===== src/design/pctd_pkg.sv =====
// Package: register map, field layout and reset values of the compliance test and DSP tuning registers
package pctd_pkg;
   // ----------------------------------------
   // Register addresses (management space)
   // ----------------------------------------
   localparam logic [15:0] ADDR_COMPLIANCE_TEST = 16'h0027;
   localparam logic [15:0] ADDR_TX100_TEST_CTRL = 16'h0428;
   localparam logic [15:0] ADDR_ENERGY_WATCHDOG = 16'h0101;
   localparam logic [15:0] ADDR_ENERGY_WINDOW = 16'h010a;
   localparam logic [15:0] ADDR_MSE_THRESHOLD = 16'h0123;
   localparam logic [15:0] ADDR_RETRAIN_GAIN = 16'h0130;

   // ----------------------------------------
   // Reset values
   // ----------------------------------------
   localparam logic [15:0] RST_COMPLIANCE_TEST = 16'h0000;
   localparam logic [15:0] RST_TX100_TEST_CTRL = 16'h0000;
   localparam logic [15:0] RST_ENERGY_WATCHDOG = 16'h2082;
   localparam logic [15:0] RST_ENERGY_WINDOW = 16'h2040;
   localparam logic [15:0] RST_MSE_THRESHOLD = 16'h051c;
   localparam logic [15:0] RST_RETRAIN_GAIN = 16'h4f28;

   // ----------------------------------------
   // Writable bit masks (reserved bits cleared)
   // ----------------------------------------
   localparam logic [15:0] MASK_COMPLIANCE_TEST = 16'h001f;
   localparam logic [15:0] MASK_TX100_TEST_CTRL = 16'h0030;
   localparam logic [15:0] MASK_ENERGY_WATCHDOG = 16'hff9f;
   localparam logic [15:0] MASK_ENERGY_WINDOW = 16'hffff;
   localparam logic [15:0] MASK_MSE_THRESHOLD = 16'h7fff;
   localparam logic [15:0] MASK_RETRAIN_GAIN = 16'h7fff;

   // ----------------------------------------
   // Field positions
   // ----------------------------------------
   localparam int TEST_ENABLE_BIT = 4;
   localparam int TX100_MSB_BIT = 5;
   localparam int RECAL_ENABLE_BIT = 11;
   localparam int RECAL_STEP_BIT = 10;
   localparam int ENERGY_LOST_TRIG_BIT = 9;
   localparam int ENERGY_LOST_CLR_BIT = 8;

   // 10 Mb/s test pattern codes
   typedef enum logic [3:0] {
      PCTD_PAT_LINK_PULSE = 4'h0,
      PCTD_PAT_ONE_PULSE = 4'h1,
      PCTD_PAT_ZERO_PULSE = 4'h2,
      PCTD_PAT_REP_ONES = 4'h3,
      PCTD_PAT_REP_ZEROS = 4'h4,
      PCTD_PAT_PREAMBLE = 4'h5,
      PCTD_PAT_ONE_IDLE = 4'h6,
      PCTD_PAT_ZERO_IDLE = 4'h7,
      PCTD_PAT_REP_1001 = 4'h8,
      PCTD_PAT_RANDOM = 4'h9,
      PCTD_PAT_IDLE_00 = 4'ha,
      PCTD_PAT_IDLE_01 = 4'hb,
      PCTD_PAT_IDLE_10 = 4'hc,
      PCTD_PAT_IDLE_11 = 4'hd,
      PCTD_PAT_NONE = 4'hf
   } pctd_pattern_type;

   // Management register access request
   typedef struct packed {
      logic read_en;
      logic write_en;
      logic [15:0] addr;
      logic [15:0] wdata;
   } pctd_req_type;

   // Configuration handed to the transmit test and DSP logic
   typedef struct packed {
      logic test10_active;
      pctd_pattern_type test10_pattern;
      logic test100_active;
      logic test100_clear_shift;
      logic [4:0] test100_zero_count;
      logic [7:0] energy_loss_threshold;
      logic dfe_freeze;
      logic seq_watchdog_off;
      logic [2:0] bad_mse_timer_select;
      logic energy_detect_int_only;
      logic [7:0] energy_window_length;
      logic [7:0] energy_present_threshold;
      logic [14:0] convergence_error_threshold;
      logic [2:0] recal_timer_select;
      logic recal_enable;
      logic recal_step_select;
      logic energy_lost_trigger_select;
      logic energy_lost_clear_select;
      logic [7:0] sequencer_watchdog_count_select;
   } pctd_cfg_type;
endpackage


===== src/design/pctd_regs.sv =====
// Compliance test selection and DSP tuning register bank of the PHY
//
// How it works
// - Bit 4 of 0x0027 enables 10 Mb/s patterns; clear means none driven.
// - Bit 4 of 0x0428 enables the 100 Mb/s transmit test modes.
// - 10 Mb/s codes 0-5: link pulse, one, zero, ones, zeros, preamble.
// - Codes 6-13: one/zero then idle, 1001 repeat, random, four idle variants.
// - 100 Mb/s zero count is {0x0428[5], 0x0027[3:0]}, 1 to 31.
// - All-zero 100 Mb/s value clears the pattern shift register.
// - 0x123 holds the 15-bit convergence error threshold, reset 0x51c.
// - 0x130 holds recal timer select, recal enable and step select.
// - 0x130 holds energy-lost trigger and clear selects, both reset one.
`timescale 1ns/10ps
module pctd_regs
   import pctd_pkg::*;
(
   input wire logic clk,
   input wire logic reset_n,
   input pctd_pkg::pctd_req_type req,
   output logic [15:0] rdata,
   output logic rvalid,
   output logic hit,
   output pctd_pkg::pctd_cfg_type cfg
);
   import pctd_pkg::*;

   // ----------------------------------------
   // Register storage
   // ----------------------------------------
   logic [15:0] compliance_test_q;
   logic [15:0] tx100_ctrl_q;
   logic [15:0] energy_watchdog_q;
   logic [15:0] energy_window_q;
   logic [15:0] mse_threshold_q;
   logic [15:0] retrain_gain_q;
   logic [15:0] rdata_d;
   logic hit_d;
   pctd_cfg_type cfg_d;
   logic [4:0] tx100_value;

   // ----------------------------------------
   // Register words; each one masks its own reserved bits
   // ----------------------------------------
   // A read in the same cycle as a write still sees the old word,
   // because every word only changes at the write edge
   // Compliance test word: 10 Mb/s enable and test select
   pctd_field_reg #(
      .ADDR(ADDR_COMPLIANCE_TEST),
      .RESET_VALUE(RST_COMPLIANCE_TEST),
      .WRITE_MASK(MASK_COMPLIANCE_TEST)
   ) u_compliance_test (
      .clk(clk),
      .reset_n(reset_n),
      .req(req),
      .value_q(compliance_test_q)
   );

   // 100 Mb/s test word: enable and top bit of the zero count
   pctd_field_reg #(
      .ADDR(ADDR_TX100_TEST_CTRL),
      .RESET_VALUE(RST_TX100_TEST_CTRL),
      .WRITE_MASK(MASK_TX100_TEST_CTRL)
   ) u_tx100_ctrl (
      .clk(clk),
      .reset_n(reset_n),
      .req(req),
      .value_q(tx100_ctrl_q)
   );

   // Energy threshold and watchdog word
   pctd_field_reg #(
      .ADDR(ADDR_ENERGY_WATCHDOG),
      .RESET_VALUE(RST_ENERGY_WATCHDOG),
      .WRITE_MASK(MASK_ENERGY_WATCHDOG)
   ) u_energy_watchdog (
      .clk(clk),
      .reset_n(reset_n),
      .req(req),
      .value_q(energy_watchdog_q)
   );

   // Energy window and presence threshold word
   pctd_field_reg #(
      .ADDR(ADDR_ENERGY_WINDOW),
      .RESET_VALUE(RST_ENERGY_WINDOW),
      .WRITE_MASK(MASK_ENERGY_WINDOW)
   ) u_energy_window (
      .clk(clk),
      .reset_n(reset_n),
      .req(req),
      .value_q(energy_window_q)
   );

   // Convergence error threshold word
   pctd_field_reg #(
      .ADDR(ADDR_MSE_THRESHOLD),
      .RESET_VALUE(RST_MSE_THRESHOLD),
      .WRITE_MASK(MASK_MSE_THRESHOLD)
   ) u_mse_threshold (
      .clk(clk),
      .reset_n(reset_n),
      .req(req),
      .value_q(mse_threshold_q)
   );

   // Gain recalibration, energy-lost and sequencer watchdog word
   pctd_field_reg #(
      .ADDR(ADDR_RETRAIN_GAIN),
      .RESET_VALUE(RST_RETRAIN_GAIN),
      .WRITE_MASK(MASK_RETRAIN_GAIN)
   ) u_retrain_gain (
      .clk(clk),
      .reset_n(reset_n),
      .req(req),
      .value_q(retrain_gain_q)
   );

   // Read decode; unmapped addresses read zero and clear hit
   always_comb begin
      rdata_d = 16'h0000;
      hit_d = 1'b1;
      unique case (req.addr)
         ADDR_COMPLIANCE_TEST: rdata_d = compliance_test_q;
         ADDR_TX100_TEST_CTRL: rdata_d = tx100_ctrl_q;
         ADDR_ENERGY_WATCHDOG: rdata_d = energy_watchdog_q;
         ADDR_ENERGY_WINDOW: rdata_d = energy_window_q;
         ADDR_MSE_THRESHOLD: rdata_d = mse_threshold_q;
         ADDR_RETRAIN_GAIN: rdata_d = retrain_gain_q;
         default: hit_d = 1'b0;
      endcase
   end

   // Read answer registered one cycle after the request
   always_ff @(posedge clk or negedge reset_n) begin
      if (!reset_n) begin
         rdata <= 16'h0000;
         rvalid <= 1'b0;
         hit <= 1'b0;
      end else begin
         rvalid <= req.read_en;
         hit <= (req.read_en || req.write_en) && hit_d;
         if (req.read_en) begin
            rdata <= rdata_d;
         end
      end
   end

   // ----------------------------------------
   // Test mode and DSP field decode
   // ----------------------------------------
   assign tx100_value = {tx100_ctrl_q[TX100_MSB_BIT], compliance_test_q[3:0]};

   always_comb begin
      cfg_d = '0;
      cfg_d.test10_active = compliance_test_q[TEST_ENABLE_BIT];
      // Codes above 13 have no pattern, so nothing is driven
      if (compliance_test_q[TEST_ENABLE_BIT] && compliance_test_q[3:0] <= PCTD_PAT_IDLE_11) begin
         cfg_d.test10_pattern = pctd_pattern_type'(compliance_test_q[3:0]);
      end else begin
         cfg_d.test10_pattern = PCTD_PAT_NONE;
         cfg_d.test10_active = 1'b0;
      end
      cfg_d.test100_active = tx100_ctrl_q[TEST_ENABLE_BIT];
      cfg_d.test100_clear_shift = tx100_ctrl_q[TEST_ENABLE_BIT] && (tx100_value == 5'h00);
      cfg_d.test100_zero_count = tx100_ctrl_q[TEST_ENABLE_BIT] ? tx100_value : 5'h00;
      cfg_d.energy_loss_threshold = energy_watchdog_q[15:8];
      cfg_d.dfe_freeze = energy_watchdog_q[7];
      cfg_d.seq_watchdog_off = energy_watchdog_q[4];
      cfg_d.bad_mse_timer_select = energy_watchdog_q[3:1];
      cfg_d.energy_detect_int_only = energy_watchdog_q[0];
      cfg_d.energy_window_length = energy_window_q[15:8];
      cfg_d.energy_present_threshold = energy_window_q[7:0];
      cfg_d.convergence_error_threshold = mse_threshold_q[14:0];
      cfg_d.recal_timer_select = retrain_gain_q[14:12];
      cfg_d.recal_enable = retrain_gain_q[RECAL_ENABLE_BIT];
      cfg_d.recal_step_select = retrain_gain_q[RECAL_STEP_BIT];
      cfg_d.energy_lost_trigger_select = retrain_gain_q[ENERGY_LOST_TRIG_BIT];
      cfg_d.energy_lost_clear_select = retrain_gain_q[ENERGY_LOST_CLR_BIT];
      cfg_d.sequencer_watchdog_count_select = retrain_gain_q[7:0];
   end

   // Configuration outputs come from flip-flops
   always_ff @(posedge clk or negedge reset_n) begin
      if (!reset_n) begin
         cfg <= '0;
      end else begin
         cfg <= cfg_d;
      end
   end
endmodule

// ----------------------------------------
// One management register word
// ----------------------------------------
module pctd_field_reg
   import pctd_pkg::*;
#(
   parameter logic [15:0] ADDR = 16'h0000,
   parameter logic [15:0] RESET_VALUE = 16'h0000,
   parameter logic [15:0] WRITE_MASK = 16'hffff
)
(
   input wire logic clk,
   input wire logic reset_n,
   input pctd_pkg::pctd_req_type req,
   output logic [15:0] value_q
);
   import pctd_pkg::*;

   // Masked write: reserved bits never take a one, so they keep reading zero
   // Writes to any other address leave the word alone
   always_ff @(posedge clk or negedge reset_n) begin
      if (!reset_n) begin
         value_q <= RESET_VALUE;
      end else if (req.write_en && (req.addr == ADDR)) begin
         value_q <= req.wdata & WRITE_MASK;
      end
   end
endmodule


===== config.mk =====
export PLATFORM = sky130hd
export DESIGN_NAME = pctd_regs
export DESIGN_NICKNAME = d
export VERILOG_FILES = /design/src/design/pctd_pkg.sv /design/src/design/pctd_regs.sv
export SDC_FILE = /design/constraint.sdc
export NUM_CORES = 1
export LEC_CHECK = 0
export ABC_CLOCK_PERIOD_IN_PS = 1400
export BUFFER_PORTS_ARGS = -buffer_cell sky130_fd_sc_hd__clkbuf_2
export CAP_MARGIN = 25
export CELL_PAD_IN_SITES_DETAIL_PLACEMENT = 0
export CELL_PAD_IN_SITES_GLOBAL_PLACEMENT = 2
export CORE_ASPECT_RATIO = 0.7
export CORE_MARGIN = 5
export CORE_UTILIZATION = 34
export DETAILED_ROUTE_END_ITERATION = 6
export HOLD_SLACK_MARGIN = 0.06
export MAX_ROUTING_LAYER = met4
export PLACE_DENSITY_LB_ADDON = 0.25
export SETUP_SLACK_MARGIN = 0.3
export SLEW_MARGIN = 0
export SYNTH_ARGS = -nofsm -noshare
export SYNTH_HDL_FRONTEND = slang
export SYNTH_SLANG_ARGS = --single-unit

===== constraint.sdc =====
create_clock -name clk -period 1.4 [get_ports clk]
set_clock_uncertainty 0.2 [all_clocks]
set_input_delay 0.07 -clock clk [delete_from_list [all_inputs] [get_ports clk]]
set_output_delay 0.07 -clock clk [all_outputs]
set_load 0.005 [all_outputs]

* Word-level counts from Yosys, hierarchy flattened
Index checks and enable logic that the tools add are counted.
** Storage, ports and cells
- Register bits :: 157
- Bits of input ports :: 36
- Output and inout port bits :: 90
- Word-level logic and storage cells :: 52
** Operators by class
- $lt $le $gt $ge :: 1
- Equality and inequality tests :: 6
- Mux-type cells :: 5
- Reductions and logical operators :: 12
** Operator list (count)
- one-hot mux 16 bit (6 select lines) :: 1
- == test 16 x 9 -> 1 bit (second input constant) :: 4
- == test 16 x 11 -> 1 bit (second input constant) :: 1
- == test 16 x 6 -> 1 bit (second input constant) :: 1
- logical AND 1 bit :: 9
- OR reduction 6 bit :: 1
- zero test 5 bit :: 1
- 2-to-1 mux 5 bit :: 1
- <= comparator 4 bit (second input constant) :: 1
- 2-to-1 mux 4 bit :: 1
- 2-to-1 mux 1 bit :: 2
- logical OR 1 bit :: 1

* Depth between registers and ports, before layout
- Word-level depth :: 4
- Depth in mapped cells :: 8
- Depth with buffers taken out :: 5

* Hierarchy
A second synthesis with hierarchy kept.
** Second synthesis, totals
- Cell total of the unflattened synthesis :: 458
- Area, all modules :: 6491.2 um^2
** Modules (own cells, without submodules)
- pctd_regs :: instances 1, cells each 247, area each 3296.9 um^2, seq. area each 2252.2 um^2
- pctd_field_reg at u_energy_window :: instances 1, cells each 40, area each 708.2 um^2, seq. area each 402.9 um^2
- pctd_field_reg at u_energy_watchdog :: instances 1, cells each 39, area each 646.9 um^2, seq. area each 354.1 um^2
- pctd_field_reg at u_mse_threshold :: instances 1, cells each 40, area each 630.6 um^2, seq. area each 381.6 um^2
- pctd_field_reg at u_retrain_gain :: instances 1, cells each 39, area each 630.6 um^2, seq. area each 384.1 um^2
- pctd_field_reg at u_compliance_test :: instances 1, cells each 28, area each 331.6 um^2, seq. area each 125.1 um^2
- pctd_field_reg at u_tx100_ctrl :: instances 1, cells each 25, area each 246.5 um^2, seq. area each 50.0 um^2

* Worst setup path after synthesis
OpenSTA, ideal clock, no wires.
- Path type :: in2reg
- Start point :: in req[27] (netlist name)
- End point :: reg u_energy_window.value_q[10]
- Setup time :: 125 ps
- Arrival :: 1512 ps
- Data required time :: 1075 ps
- Slack :: -438 ps
- Cell stages on the path :: 6
- Buffers on the path :: 1
- Path through :: nor4_4 nand2_4 nor4_4 nand2_4 buf_6 mux2_4
** Between the ends
- Word-level cells in the longest chain between the ends :: 2
** Ends and longest elaborated chain
- start: declaration :: RTL line pctd_regs.sv:19 : input pctd_pkg::pctd_req_type req,
- == test 16 x 9 -> 1 bit :: RTL line pctd_regs.sv:215 : end else if (req.write_en && (req.addr == ADDR)) begin
- logical AND 1 bit :: RTL line pctd_regs.sv:215
- end signal: assignment :: RTL line pctd_regs.sv:216 : value_q <= req.wdata & WRITE_MASK;
- end: declaration :: RTL line pctd_regs.sv:206 : output logic [15:0] value_q
No other way between the ends.
A chain may end at the register's enable or synchronous reset.

* Worst setup path in the final report
- Start point :: in req[31] (netlist name)
- End point :: reg u_energy_window.value_q[8]
The elaborated chain is that of the path after synthesis.

==> flow_summary_export.csv <==
group,metric,value,unit
clock_network,cts_hold_buffers,19,
synthesis,synth_most_common_cell,"dfrtp_1",
clock_network,clk_pin_slew_worst_paths,0.06,ns
global_routing,grt_pass1_wl,25250,um
synthesis,synth_area,0.005787,mm2
synthesis,syn_area_per_cell,15.35,um2
power_and_ir_drop,p_sw,0.002129,W
critical_path,path_class,"in -> reg",
die,die_area,0.01977,mm2
sta,rsz0062_at_grt,"yes",
synthesis,synth_area_leader_cell,"dfrtp_1",
die,rows,39,
synthesis,synth_common_cells,"dfrtp_1 (140), mux2_2 (45), nor2_1 (30), a21oi_1 (20), mux2_4 (20)",
sta,worstMarginPinSlew,0.3713,ns
critical_path,ff2ff_setup_slack,0.07,ns
die,num_io_pins,126,
power_and_ir_drop,pwr_density_cell,1209,mW/mm2
global_routing,grt_antenna_before_repair,0,
run,cap_violations,0,
finish,syn2layout_area_growth,45.15,%
sta,finalSetupViolCount,44,
critical_path,arrival,1.59,ns
die,start_util,0.3509,
finish,fin_nets,632,
hold_path,hold_path.class,"in -> async",
die,die_w,165.9,um
finish,num_antenna_cells,0,
clock_network,clock_path_buffers,2,
sta,final_hold_viol_count,18,
detailed_routing,wire_per_inst,18.85,um
critical_path,worstPathRequired,1.50,ns
detailed_routing,drc,0,
detailed_routing,postRouteAntennaNets,0,
clock_network,clockRootBuffer,"clkbuf_16",
detailed_routing,first_pass_iters,5,
status,status,"finished, violations left",
die,core-area,0.01649,mm2
synthesis,netlist_instances,377,
power_and_ir_drop,power.internal,0.008028,W
detailed_routing,wl_met2,6843,um
detailed_routing,top_layer_used,"met4",
critical_path,crit_path_end_kind,"register",
power_and_ir_drop,power_frac_seq,0.452,
synthesis,synth_seq_cells,157,
detailed_routing,wl_met1,7953,um
global_routing,grt_max_degree,41,
finish,drive_gt1_frac,0.5747,
place,gp_congestion,0.7948,
sta,max_freq,0.6716,GHz
die,die_h,119.2,um
detailed_routing,vias,3870,
critical_path,start_kind,"input port",
power_and_ir_drop,p_leak,4.307,nW
power_and_ir_drop,power.share.combinational,0.051,
sta,fin_ws,-0.08909,ns
synthesis,synth-seq-area-share,0.6826,
status,violations,"negative hold slack, negative setup slack",
global_routing,gr-usage-all-layers,0.1696,
synthesis,yosysUniqueCellTypes,44,
sta,holdWs,-0.09385,ns
clock_network,cts_made_buffers,17,
place,dp_hpwl,10830,um
critical_path,reg2reg_depth,4,
synthesis,syn-num-nets,413,
synthesis,yosysWarnings,0,
detailed_routing,drt-initial-drc-count,170,
sta,maxSlewViolCount,0,
power_and_ir_drop,p_sw_frac,0.2096,
sta,relSlewSlack,0.7506,
critical_path,worst-path-max-fanout,7,
clock_network,cts.sinks,157,
synthesis,async_flop_share,1.000,
clock_network,htreeDepth,4,
synthesis,synth_area_leaders,"dfrtp_1 (61%), mux2_2 (8.8%), dfstp_2 (7.7%), mux2_4 (5.2%), a22oi_1 (2.3%)",
sta,setup_tns,-1.666,ns
power_and_ir_drop,vdd_drop_max,0.0006978,V
detailed_routing,route.met3.wl,779,um
sta,min_period,1.489,ns
synthesis,ys.flop_type,"dfrtp_1",
clock_network,insertion_delay,0.42,ns
detailed_routing,viasPerCell,4.640,
clock_network,cts_tree,"yes",
global_routing,grt_pass1_vias,4261,
sta,post-route-period-util,1.064,
synthesis,synth_edf_count,0,
global_routing,grt_overflow,0,
power_and_ir_drop,p_clk_frac,0.497,
synthesis,synth_top_area_share,0.6054,
detailed_routing,wl,15720,um
place,port-buffer-count,125,
==> flip-flops by register name, indices dropped and copies added, names as in the netlist, 2 cells and up <==
name                       flops
rdata                         16
cfg                           72
u_energy_window.value_q       16
u_energy_watchdog.value_q     14
u_retrain_gain.value_q        15
u_tx100_ctrl.value_q           2
u_compliance_test.value_q      5
u_mse_threshold.value_q       15
==> path summary, 6_finish.rpt <==
kind,start,endpoint
max in group asynchronous,reset_n,u_mse_threshold.value_q[8]
min,reset_n,cfg[12]
max reg2reg,u_retrain_gain.value_q[4],rdata[4]
max,req[31],u_energy_window.value_q[8]
min reg2reg,u_energy_watchdog.value_q[4],cfg[50]
min in group clk,req[32],u_mse_threshold.value_q[4]
==> cells in the final DEF, fill, tap and decap left out, types with 9 or more instances in the layout <==
master	netlist	layout
a21oi_1	20	12
mux2_4	20	27
buf_4	1	53
a22oi_1	18	16
buf_2	4	44
mux2_2	45	39
dlygate4sd3_1	0	19
buf_6	4	9
dfrtp_1	140	137
nor2_1	30	30
clkbuf_16	0	17
buf_12	0	9
clkbuf_2	1	78
dfstp_2	17	17
==> per-stage QoR <==
step	instance area, um2	std cells	utilization	total power, W	worst slack, ns
floorplan	5832	377	-	0.004771	-0.4375
global placement	7146	763	0.4332	0.005094	-0.5517
detailed placement	7146	763	0.4332	0.005100	-0.5680
CTS	8274	828	0.5017	0.01025	-0.07359
global route	8399	834	0.5093	0.01053	-0.1412
finish	8399	834	0.5093	0.01016	-0.08909
==> layer usage <==
layer / global-route usage / vias to the layer above
li1: - / 1795
met1: 0.2463 / 1956
met2: 0.2375 / 107
met3: 0.04470 / 12
met4: 0.04173 / 0
met5: - / -
==> power by group through the flow <==
stage               sequential (W)  combinational (W)  clock, W
floorplan                  0.00468          0.0000938         0
global placement           0.00468           0.000418         0
detailed placement         0.00468           0.000423         0
CTS                        0.00459           0.000505   0.00515
global route               0.00460           0.000570   0.00536
finish                     0.00459           0.000513   0.00505
==> cells by family (layout without fill, tap and decap cells) <==
kind of cell	Yosys count	after routing	share of synthesized area
AOI/OAI and AO/OA	61	61	0.06919
xor gates and xnor gates	1	1	0.001514
buffers and inverters	18	248	0.01859
DFF	157	157	0.6826
muxes	66	66	0.1414
and+or+nand+nor	74	76	0.08670
==> cell type report <==
type	instances	area, um2
clock buffer	19	442.9
fill	1462	8094
inverter	2	7.507
clock inverter	13	212.7
sequential	157	3954
tap	225	281.5
timing repair buffer	214	1523
multi-input combinational	204	1978
==> timing repair <==
item | in CTS | in global routing
endpoints found under the setup margin | 175 | 176
endpoints found under the hold margin | 230 | 18
setup buffers | 12 | 5
cloned | 2 | 1
resized for setup | 33 | 62
pin swaps | 17 | 14
==> worst max-delay path, stage by stage <==
cell and delay, ns:
buf_6 0.09, nor4_4 0.26, buf_4 0.18, nand2_4 0.06
nor4_4 0.35, nand2_4 0.11, buf_12 0.17, mux2_4 0.29
Note: power is estimated with default switching activity, not from simulation.
